**config.mk**
```make
export PLATFORM = sky130hd
export DESIGN_NAME = cpb_top
export DESIGN_NICKNAME = d
export VERILOG_FILES = /design/src/cpb_pkg.sv /design/src/cpb_phase.sv /design/src/cpb_top.sv /design/src/cpb_xfer.sv
export VERILOG_INCLUDE_DIRS = /design/src
export SDC_FILE = /design/constraint.sdc
export NUM_CORES = 1
export LEC_CHECK = 0
export BUFFER_PORTS_ARGS = -buffer_cell sky130_fd_sc_hd__clkbuf_2
export CORE_MARGIN = 2
export CORE_UTILIZATION = 39
export DETAILED_ROUTE_END_ITERATION = 16
export HOLD_SLACK_MARGIN = 0.02
export PLACE_DENSITY = 0.68
export SLEW_MARGIN = 5
export SYNTH_ARGS = -nofsm -noshare
export SYNTH_HDL_FRONTEND = slang
export SYNTH_SLANG_ARGS = --single-unit
export TNS_END_PERCENT = 5
```
**constraint.sdc**
```tcl
create_clock -name aclk -period 3.5 [get_ports aclk]
set_clock_uncertainty 0.15 [all_clocks]
set_input_delay 0.525 -clock aclk [delete_from_list [all_inputs] [get_ports aclk]]
set_output_delay 0.525 -clock aclk [all_outputs]
set_load 0.03 [all_outputs]
```
**src/cpb_defs.svh**
```systemverilog
// Register map, field positions and constants of the complementary PWM block
// What this block does
// - Transfer D0->B0, C1->A1, D1->B1 on event
// - Period cannot change during operation
// - Counter 0 turns down: m-1, m, m+1, m, m-1
// - m to m+1 sets match flag, transfers if 11B
// - Around the peak, no flag change, no transfer
// - Counter 1 turns up: 1, 0, FFFFH, 0, 1
// - 0 to FFFFH sets underflow, transfers if 10B
// - Around the trough, no transfer, overflow unchanged
// - Buffer >= period transfers at underflow, 100%/0%
// - Then first mid value transfers at underflow
// - Untouched buffer reset value FFFFH never transfers, never forces 0%
// - Buffer 0000H transfers at period match, 0%/100%
// - Then first mid value transfers at period match
// - Leaving fixed level via mid value, then normal timing
// - No direct jump between the two fixed states
`ifndef CPB_DEFS_SVH
`define CPB_DEFS_SVH
`define CPB_OFS_CTRL 8'h00
`define CPB_OFS_STAT 8'h04
`define CPB_OFS_PERIOD 8'h08
`define CPB_OFS_GEN0 8'h0c
`define CPB_OFS_GEN1 8'h10
`define CPB_OFS_GEN2 8'h14
`define CPB_OFS_BUF0 8'h18
`define CPB_OFS_BUF1 8'h1c
`define CPB_OFS_BUF2 8'h20
`define CPB_OFS_BSEL 8'h24
`define CPB_OFS_CNT0 8'h28
`define CPB_OFS_CNT1 8'h2c
`define CPB_CTRL_RUN0 0
`define CPB_CTRL_RUN1 1
`define CPB_CTRL_MODE 3:2
`define CPB_CTRL_NORMAL_PHASE_LEVEL_SEL 4
`define CPB_CTRL_COUNTER_PHASE_LEVEL_SEL 5
`define CPB_STAT_W 3
`define CPB_MODE_TIMER 2'b00
`define CPB_MODE_UDF 2'b10
`define CPB_MODE_CMA 2'b11
`define CPB_CNT_MAX 16'hffff
`define CPB_CNT_ZERO 16'h0000
`define CPB_CNT_ONE 16'h0001
`define CPB_REG_RST 16'hffff
`define CPB_RESP_OK 2'b00
`define CPB_RESP_ERR 2'b10
`endif

```
**src/cpb_pkg.sv**
```systemverilog
// Types shared by the complementary PWM block
package cpb_pkg;
	typedef enum logic [1:0] {
		cpb_fix_none = 2'b00,
		cpb_fix_full = 2'b01,
		cpb_fix_zero = 2'b10
	} cpb_fix_t;
endpackage

```
**src/cpb_phase.sv**
```systemverilog
// Normal and counter phase output pair for one duty channel
`include "cpb_defs.svh"
module cpb_phase (
	input wire logic aclk,
	input wire logic aresetn,
	input wire logic active,
	input wire logic [15:0] cnt0,
	input wire logic [15:0] cnt1,
	input wire logic [15:0] gen,
	input wire logic [15:0] period,
	input wire logic ols_n,
	input wire logic ols_c,
	output logic out_n,
	output logic out_c
);
	logic act_n;
	logic act_c;

	always_comb begin
		if (gen >= period) begin
			act_n = 1'b1;
			act_c = 1'b0;
		end else if (gen == `CPB_CNT_ZERO) begin
			act_n = 1'b0;
			act_c = 1'b1;
		end else begin
			act_n = cnt0 <= gen;
			act_c = cnt1 > gen;
		end
	end

	// Stopped outputs rest at the inactive level chosen by the level selects
	always_ff @(posedge aclk) begin
		if (!aresetn) begin
			out_n <= 1'b1;
			out_c <= 1'b1;
		end else begin
			out_n <= (active && act_n) ? ols_n : ~ols_n;
			out_c <= (active && act_c) ? ols_c : ~ols_c;
		end
	end
endmodule // cpb_phase

```
**src/cpb_top.sv**
```systemverilog
// Complementary PWM timer with buffered duty transfer and AXI4-Lite registers
//
// Our own choices: the address map and the AXI4-Lite interface to the registers.
`include "cpb_defs.svh"
module cpb_top (
	input wire logic aclk,
	input wire logic aresetn,
	input wire logic [7:0] s_axi_awaddr,
	input wire logic s_axi_awvalid,
	output logic s_axi_awready,
	input wire logic [31:0] s_axi_wdata,
	input wire logic [3:0] s_axi_wstrb,
	input wire logic s_axi_wvalid,
	output logic s_axi_wready,
	output logic [1:0] s_axi_bresp,
	output logic s_axi_bvalid,
	input wire logic s_axi_bready,
	input wire logic [7:0] s_axi_araddr,
	input wire logic s_axi_arvalid,
	output logic s_axi_arready,
	output logic [31:0] s_axi_rdata,
	output logic [1:0] s_axi_rresp,
	output logic s_axi_rvalid,
	input wire logic s_axi_rready,
	output logic [2:0] pwm_normal,
	output logic [2:0] pwm_counter
);
	logic counter0_run_bit;
	logic counter1_run_bit;
	logic combination_mode_hi;
	logic combination_mode_lo;
	logic normal_phase_level_sel;
	logic counter_phase_level_sel;
	logic [15:0] period_compare_a_ch0;
	logic [15:0] buf_q [3];
	logic [15:0] gen [3];
	logic [2:0] bsel;
	logic [15:0] counter_ch0;
	logic [15:0] counter_ch1;
	logic dir_up;
	logic compare_match_a_flag;
	logic underflow_flag;
	logic overflow_flag;

	logic aw_held;
	logic w_held;
	logic [7:0] awaddr_q;
	logic [31:0] wdata_q;
	logic [3:0] wstrb_q;
	logic wr_fire;
	logic wr_hit;
	logic [15:0] wr16_ctrl;
	logic [1:0] mode;
	logic comp;
	logic running;
	logic cm_ev;
	logic udf_ev;
	logic ovf_ev;
	logic [2:0] stat_clr;
	logic [31:0] next_rdata;
	logic rd_hit;
	logic [2:0] buf_wr;
	logic [2:0] gen_wr;
	logic [15:0] wmerge [3];
	logic [15:0] cnt0_merge;
	logic [15:0] cnt1_merge;
	logic [15:0] period_merge;

	function automatic logic [15:0] merge16(input logic [15:0] old, input logic [31:0] d,
		input logic [3:0] strb);
		merge16 = {strb[1] ? d[15:8] : old[15:8], strb[0] ? d[7:0] : old[7:0]};
	endfunction

	assign mode = {combination_mode_hi, combination_mode_lo};
	assign comp = mode[1];
	assign running = comp ? (counter0_run_bit && counter1_run_bit) : counter0_run_bit;

	// Write channel: address and data taken in either order, answer after both
	assign s_axi_awready = !aw_held;
	assign s_axi_wready = !w_held;
	assign wr_fire = aw_held && w_held && !s_axi_bvalid;

	always_ff @(posedge aclk) begin
		if (!aresetn) begin
			aw_held <= 1'b0;
			awaddr_q <= 8'h00;
		end else if (s_axi_awvalid && !aw_held) begin
			aw_held <= 1'b1;
			awaddr_q <= s_axi_awaddr;
		end else if (wr_fire) begin
			aw_held <= 1'b0;
		end
	end

	always_ff @(posedge aclk) begin
		if (!aresetn) begin
			w_held <= 1'b0;
			wdata_q <= 32'h0000_0000;
			wstrb_q <= 4'h0;
		end else if (s_axi_wvalid && !w_held) begin
			w_held <= 1'b1;
			wdata_q <= s_axi_wdata;
			wstrb_q <= s_axi_wstrb;
		end else if (wr_fire) begin
			w_held <= 1'b0;
		end
	end

	always_comb begin
		// Full byte address, so the decode matches the register strobes below
		unique case (awaddr_q)
			`CPB_OFS_CTRL, `CPB_OFS_STAT, `CPB_OFS_PERIOD,
			`CPB_OFS_GEN0, `CPB_OFS_GEN1, `CPB_OFS_GEN2,
			`CPB_OFS_BUF0, `CPB_OFS_BUF1, `CPB_OFS_BUF2,
			`CPB_OFS_BSEL, `CPB_OFS_CNT0, `CPB_OFS_CNT1: wr_hit = 1'b1;
			default: wr_hit = 1'b0;
		endcase
	end

	always_ff @(posedge aclk) begin
		if (!aresetn) begin
			s_axi_bvalid <= 1'b0;
			s_axi_bresp <= `CPB_RESP_OK;
		end else if (wr_fire) begin
			s_axi_bvalid <= 1'b1;
			s_axi_bresp <= wr_hit ? `CPB_RESP_OK : `CPB_RESP_ERR;
		end else if (s_axi_bready) begin
			s_axi_bvalid <= 1'b0;
		end
	end

	assign wr16_ctrl = merge16({10'h000, counter_phase_level_sel, normal_phase_level_sel,
		mode, counter1_run_bit, counter0_run_bit}, wdata_q, wstrb_q);

	// Mode and level selects only change with both counters stopped
	always_ff @(posedge aclk) begin
		if (!aresetn) begin
			counter0_run_bit <= 1'b0;
			counter1_run_bit <= 1'b0;
			combination_mode_hi <= 1'b0;
			combination_mode_lo <= 1'b0;
			normal_phase_level_sel <= 1'b0;
			counter_phase_level_sel <= 1'b0;
		end else if (wr_fire && awaddr_q == `CPB_OFS_CTRL) begin
			counter0_run_bit <= wr16_ctrl[`CPB_CTRL_RUN0];
			counter1_run_bit <= wr16_ctrl[`CPB_CTRL_RUN1];
			if (!counter0_run_bit && !counter1_run_bit) begin
				{combination_mode_hi, combination_mode_lo} <= wr16_ctrl[`CPB_CTRL_MODE];
				normal_phase_level_sel <= wr16_ctrl[`CPB_CTRL_NORMAL_PHASE_LEVEL_SEL];
				counter_phase_level_sel <= wr16_ctrl[`CPB_CTRL_COUNTER_PHASE_LEVEL_SEL];
			end
		end
	end

	assign period_merge = merge16(period_compare_a_ch0, wdata_q, wstrb_q);

	// Period is frozen while counting
	always_ff @(posedge aclk) begin
		if (!aresetn) begin
			period_compare_a_ch0 <= `CPB_REG_RST;
		end else if (wr_fire && awaddr_q == `CPB_OFS_PERIOD && !running) begin
			period_compare_a_ch0 <= period_merge;
		end
	end

	genvar gi;
	generate
		for (gi = 0; gi < 3; gi++) begin : g_chan
			assign wmerge[gi] = merge16(buf_q[gi], wdata_q, wstrb_q);
			assign buf_wr[gi] = wr_fire && awaddr_q == 8'(`CPB_OFS_BUF0 + 4 * gi);
			// Direct compare writes are dropped while counting
			assign gen_wr[gi] = wr_fire && !running &&
				awaddr_q == 8'(`CPB_OFS_GEN0 + 4 * gi);

			always_ff @(posedge aclk) begin
				if (!aresetn) begin
					buf_q[gi] <= `CPB_REG_RST;
				end else if (buf_wr[gi]) begin
					buf_q[gi] <= wmerge[gi];
				end
			end

			cpb_xfer u_xfer (
				.aclk(aclk),
				.aresetn(aresetn),
				.buf_val(buf_q[gi]),
				.buf_wr(buf_wr[gi]),
				.gen_wr(gen_wr[gi]),
				.gen_wdata(merge16(gen[gi], wdata_q, wstrb_q)),
				.period(period_compare_a_ch0),
				.mode(mode),
				.sel(bsel[gi]),
				.cm_ev(cm_ev),
				.udf_ev(udf_ev),
				.gen(gen[gi])
			);

			cpb_phase u_phase (
				.aclk(aclk),
				.aresetn(aresetn),
				.active(running && comp),
				.cnt0(counter_ch0),
				.cnt1(counter_ch1),
				.gen(gen[gi]),
				.period(period_compare_a_ch0),
				.ols_n(normal_phase_level_sel),
				.ols_c(counter_phase_level_sel),
				.out_n(pwm_normal[gi]),
				.out_c(pwm_counter[gi])
			);
		end
	endgenerate

	always_ff @(posedge aclk) begin
		if (!aresetn) begin
			bsel <= 3'b000;
		end else if (wr_fire && awaddr_q == `CPB_OFS_BSEL && wstrb_q[0]) begin
			bsel <= wdata_q[2:0];
		end
	end

	// Events only on the exact steps m->m+1 and 0->FFFFH
	assign cm_ev = comp && running && dir_up && counter_ch0 == period_compare_a_ch0;
	assign udf_ev = comp && running && !dir_up && counter_ch1 == `CPB_CNT_ZERO;
	// Overflow only exists outside complementary mode
	assign ovf_ev = !comp && running && counter_ch0 == `CPB_CNT_MAX;

	assign cnt0_merge = merge16(counter_ch0, wdata_q, wstrb_q);
	assign cnt1_merge = merge16(counter_ch1, wdata_q, wstrb_q);

	// Software load wins over counting
	always_ff @(posedge aclk) begin
		if (!aresetn) begin
			counter_ch0 <= `CPB_CNT_ZERO;
		end else if (wr_fire && awaddr_q == `CPB_OFS_CNT0) begin
			counter_ch0 <= cnt0_merge;
		end else if (running) begin
			counter_ch0 <= (dir_up || !comp) ? counter_ch0 + `CPB_CNT_ONE :
				counter_ch0 - `CPB_CNT_ONE;
		end
	end

	always_ff @(posedge aclk) begin
		if (!aresetn) begin
			counter_ch1 <= `CPB_CNT_ZERO;
		end else if (wr_fire && awaddr_q == `CPB_OFS_CNT1) begin
			counter_ch1 <= cnt1_merge;
		end else if (comp ? running : counter1_run_bit) begin
			counter_ch1 <= (dir_up || !comp) ? counter_ch1 + `CPB_CNT_ONE :
				counter_ch1 - `CPB_CNT_ONE;
		end
	end

	// Turn down after reaching m+1, turn up after reaching FFFFH
	always_ff @(posedge aclk) begin
		if (!aresetn) begin
			dir_up <= 1'b1;
		end else if (!comp) begin
			dir_up <= 1'b1;
		end else if (cm_ev) begin
			dir_up <= 1'b0;
		end else if (udf_ev) begin
			dir_up <= 1'b1;
		end
	end

	// Writing 0 clears a flag; a same-cycle event keeps it set
	assign stat_clr = (wr_fire && awaddr_q == `CPB_OFS_STAT && wstrb_q[0]) ?
		~wdata_q[`CPB_STAT_W-1:0] : 3'b000;

	always_ff @(posedge aclk) begin
		if (!aresetn) begin
			compare_match_a_flag <= 1'b0;
			underflow_flag <= 1'b0;
			overflow_flag <= 1'b0;
		end else begin
			compare_match_a_flag <= cm_ev || (compare_match_a_flag && !stat_clr[0]);
			underflow_flag <= udf_ev || (underflow_flag && !stat_clr[1]);
			overflow_flag <= ovf_ev || (overflow_flag && !stat_clr[2]);
		end
	end

	// Read channel: one read at a time, answered the cycle after the address
	assign s_axi_arready = !s_axi_rvalid;

	always_comb begin
		rd_hit = 1'b1;
		unique case (s_axi_araddr)
			`CPB_OFS_CTRL: next_rdata = {26'h0, counter_phase_level_sel,
				normal_phase_level_sel, mode, counter1_run_bit, counter0_run_bit};
			`CPB_OFS_STAT: next_rdata = {29'h0, overflow_flag, underflow_flag,
				compare_match_a_flag};
			`CPB_OFS_PERIOD: next_rdata = {16'h0, period_compare_a_ch0};
			`CPB_OFS_GEN0: next_rdata = {16'h0, gen[0]};
			`CPB_OFS_GEN1: next_rdata = {16'h0, gen[1]};
			`CPB_OFS_GEN2: next_rdata = {16'h0, gen[2]};
			`CPB_OFS_BUF0: next_rdata = {16'h0, buf_q[0]};
			`CPB_OFS_BUF1: next_rdata = {16'h0, buf_q[1]};
			`CPB_OFS_BUF2: next_rdata = {16'h0, buf_q[2]};
			`CPB_OFS_BSEL: next_rdata = {29'h0, bsel};
			`CPB_OFS_CNT0: next_rdata = {16'h0, counter_ch0};
			`CPB_OFS_CNT1: next_rdata = {16'h0, counter_ch1};
			default: begin
				next_rdata = 32'h0000_0000;
				rd_hit = 1'b0;
			end
		endcase
	end

	always_ff @(posedge aclk) begin
		if (!aresetn) begin
			s_axi_rvalid <= 1'b0;
			s_axi_rdata <= 32'h0000_0000;
			s_axi_rresp <= `CPB_RESP_OK;
		end else if (s_axi_arvalid && !s_axi_rvalid) begin
			s_axi_rvalid <= 1'b1;
			s_axi_rdata <= next_rdata;
			s_axi_rresp <= rd_hit ? `CPB_RESP_OK : `CPB_RESP_ERR;
		end else if (s_axi_rready) begin
			s_axi_rvalid <= 1'b0;
		end
	end
endmodule // cpb_top

```
**src/cpb_xfer.sv**
```systemverilog
// Buffer to compare transfer unit for one duty channel
`include "cpb_defs.svh"
module cpb_xfer (
	input wire logic aclk,
	input wire logic aresetn,
	input wire logic [15:0] buf_val,
	input wire logic buf_wr,
	input wire logic gen_wr,
	input wire logic [15:0] gen_wdata,
	input wire logic [15:0] period,
	input wire logic [1:0] mode,
	input wire logic sel,
	input wire logic cm_ev,
	input wire logic udf_ev,
	output logic [15:0] gen
);
	cpb_pkg::cpb_fix_t fix;
	logic touched;
	logic full;
	logic zero;
	logic want_cm;
	logic want_udf;
	logic xfer;

	assign full = buf_val >= period;
	assign zero = buf_val == `CPB_CNT_ZERO;

	always_comb begin
		want_cm = 1'b0;
		want_udf = 1'b0;
		if (zero) begin
			want_cm = fix != cpb_pkg::cpb_fix_full;
		end else if (full) begin
			// Untouched reset value must not force 0%
			want_udf = touched && fix != cpb_pkg::cpb_fix_zero;
		end else begin
			unique case (fix)
				cpb_pkg::cpb_fix_none: begin
					want_cm = mode == `CPB_MODE_CMA;
					want_udf = mode == `CPB_MODE_UDF;
				end
				cpb_pkg::cpb_fix_full: want_udf = 1'b1;
				cpb_pkg::cpb_fix_zero: want_cm = 1'b1;
				default: want_udf = 1'b1;
			endcase
		end
	end

	// Only in buffer operation and complementary mode
	assign xfer = sel && mode[1] && ((want_cm && cm_ev) || (want_udf && udf_ev));

	always_ff @(posedge aclk) begin
		if (!aresetn) begin
			touched <= 1'b0;
		end else if (buf_wr) begin
			touched <= 1'b1;
		end
	end

	always_ff @(posedge aclk) begin
		if (!aresetn) begin
			gen <= `CPB_REG_RST;
			fix <= cpb_pkg::cpb_fix_none;
		end else if (xfer) begin
			gen <= buf_val;
			fix <= zero ? cpb_pkg::cpb_fix_zero :
				(full ? cpb_pkg::cpb_fix_full : cpb_pkg::cpb_fix_none);
		end else if (gen_wr) begin
			gen <= gen_wdata;
		end
	end
endmodule // cpb_xfer
```
==> metrics.txt <==
Num CTS Buffers 28; count of mapped cells out of synthesis 1991; required time of the worst setup path 3.82 ns; most used standard cell by instance count after synthesis nand2_1; ratio of final minimum period to clock period 96.9%; clock root buffer clkbuf_16; initial core utilization 39.7%; worst slew pin tran 1.11 ns; die span in y 211 microns; distinct cell type count of the synthesized netlist 74; sequential fraction of design power 45.1%; top area cells in the synthesized netlist dfxtp_1, ha_1, edfxtp_1, nand2_1, o21ai_0; ratio of cells with drive above 1 in the final layout 14.1%; fraction of synthesized cell area taken by the top area cell type 20.6%; 1st-iter DRT viols 1835; GRT Overall Usage 31.3%; sequential area share after synthesis 29.2%; cell types with the highest counts after synthesis nand2_1, ha_1, dfxtp_1; total DRC errors in the routed layout 0; Final #Nets 2388; post-synth design cell area 16700 sq um; top-level I/O count 106; vias in the first global route 15575; count of final setup violators 0; combinational fraction of design power 5.5%; clock slew seen by the registers of the worst setup and hold paths 0.06 ns; antenna violations before repair 4; time the final worst path needs with I/O delays and setup 3.39 ns; Die Footprint 44500 sq um; async set-reset flop share out of synthesis 0%; Achievable Freq 295 MHz; total of flip-flops plus latches after synthesis 220; setup repair after global routing missed its margin false; TritonCTS sink count 220; global-route wire length before repair 102000 microns; count of input and output buffers 69; XOR/XNOR share of the synthesized area 2.10%; crit-path max FO 18; Core Region 42100 sq um; Setup Fix Bufs, Post-CTS 0; Synth Area in Simple Gates 19.9%; type of element capturing the critical path flip-flop; pin count of the biggest net entering global routing 62; Final Max Slew Viols 0; post-detailed-routing wire length 70800 microns; cell area power density 313 nW/um^2; clock tree from TritonCTS done; critical path type flip-flop to flip-flop; clock power share 49.4%; Internal Power 0.00444 W; clock latency reported for the late side of the worst-skew pair 0.60 ns; hold crit path type input port to flip-flop; sum of negative setup slack 0 ns; nature of the critical path startpoint flip-flop; number of vias per cell after detailed routing 6.22; share of synthesized area spent on multiplexers 4.55%; number of warnings reported in the yosys synthesis log 0; combinational family with the most area after synthesis compound AO/OA/AOI/OAI gates; share of synthesized cell area in full adder, half adder and majority cells 16.7%; number of H-tree levels 1; Max Cap Violations 0; Synth Area in Compound Gates 21.8%; Layout area overhead 14.8%; Row Count 75; maximum buffer depth of the clock tree 3; most frequently used flop master after synthesis dfxtp_1; proportion of total power due to net switching 26.1%; run status completed; leakage power of the design 8.77 nW; max_slew headroom 25.1%; Worst VDD drop 0.364 mV; die width 211 microns; global route overflow 0; critical path data arrival time 3.71 ns; number of synthesized flops with an enable pin 48; per-instance average area after synthesis 8.39 sq um; biggest area consumer among synthesized cells dfxtp_1; final antenna-violating net count 0; final-report hold violation count 0; P_sw 0.00157 W; total number of vias 16602; Final HPWL DP 54300 microns; power after layout 0.00600 W; average detailed-routed wire length per instance 26.5 microns; Final GP Congestion 1.03; number of iterations in the first detailed-routing pass 6
## path summary, 6_finish.rpt
kind / startpoint / endpoint / slack (ns) / cells past startpoint
worst max-delay path: period_compare_a_ch0[11]$_SDFFE_PN1P_ / g_chan[1].u_xfer.gen[15]$_SDFFE_PN1P_ / 0.11 / 12
worst min-delay path: s_axi_wdata[10] / wdata_q[10]$_SDFFE_PN0P_ / 0.03 / 3
worst max register to register: period_compare_a_ch0[11]$_SDFFE_PN1P_ / g_chan[1].u_xfer.gen[15]$_SDFFE_PN1P_ / 0.11 / 12
worst min register to register: s_axi_rdata[5]$_SDFFE_PN0P_ / s_axi_rdata[5]$_SDFFE_PN0P_ / 0.31 / 2
## routing by layer
metal | vias to the layer above | part of all wire, % | track usage, %
li1 | 7543 | - | -
met1 | 7897 | 41 | 41.4
met2 | 944 | 43 | 48.2
met3 | 218 | 9.5 | 5.84
met4 | 0 | 6.5 | 16.9
met5 | - | 0 | 0
## registers in the layout (all words and copies together), names as in the netlist, 6 cells and up
signal	count
awaddr_q	8
buf_q	48
counter_ch0	16
counter_ch1	16
g_chan.u_xfer.fix	6
g_chan.u_xfer.gen	48
period_compare_a_ch0	16
s_axi_rdata	16
wdata_q	16
## per-stage QoR
stage                     instances  hold slack, ns  utilization [%]  cell area, sq um  worst slack (ns)
after detailed placement       2601           0.299             42.9             18100            0.0579
final                          2670          0.0326             45.5             19200             0.110
after CTS                      2668          0.0256             45.5             19200            0.0392
after floorplan                2008           0.267                -             16800             0.218
after global routing           2668          0.0408             45.5             19200            0.0112
after global placement         2601           0.289             42.9             18100            0.0918
## placed cells by master (no fill, tap or decap), types with 27 or more instances in the layout
cell       instances
nand2_1          245
ha_1             220
dfxtp_1          172
o21ai_0          141
a21oi_1          107
buf_4            100
inv_1             99
nor2_1            87
clkbuf_2          68
mux2i_1           67
or2_2             54
edfxtp_1          48
nand4_1           47
a21o_1            40
nor2b_1           40
a21boi_0          40
nand3_1           35
nor3_1            35
nor4_1            33
clkbuf_16         30
o211ai_1          27
## worst max-delay path: stages (launching register included)
cell and delay (ns):
dfxtp_1 0.45, inv_1 0.12, buf_4 0.19, ha_1 0.31, a21oi_1 0.16, o221ai_1 0.22, a2111oi_2 0.36, o21ai_0 0.25
nor3b_1 0.19, o32a_1 0.38, buf_12 0.18, mux2i_1 0.19, nand2_1 0.07
## cell type report
cell class              count  area (sq um)
diodes                      2          5.00
well taps                 539           674
inverters                 100           375
multi-input cells        1570         11000
flip-flops and latches    220          4880
clock buffers              38           811
fillers                  4123         23000
repair buffers            187          1320
clock inverters            14           133
## power groups by stage
stage,clock network (W),logic (W),registers [W]
after floorplan,0,0.000230,0.00269
after global placement,0,0.000309,0.00276
after detailed placement,0,0.000313,0.00276
after CTS,0.00299,0.000327,0.00270
after global routing,0.00309,0.000357,0.00270
final,0.00296,0.000332,0.00271
## what timing repair did
item | CTS | global route
hold buffers | 15 | 0
hold endpoints to repair | 15 | 0
gates resized for setup | 0 | 4
endpoints found under the setup margin | 0 | 35
## cell families (layout without fill, tap and decap cells)
group | count (synthesis) | count (layout)
AO/OA/AOI/OAI | 551 | 551
XOR/XNOR | 40 | 40
adder cells (fa/ha/maj) | 222 | 222
buffers and inverters | 218 | 339
flip-flops | 220 | 220
multiplexers | 74 | 74
other | 1 | 20
AND/OR/NAND/NOR | 665 | 665
Note: power is estimated with default switching activity, not from simulation.
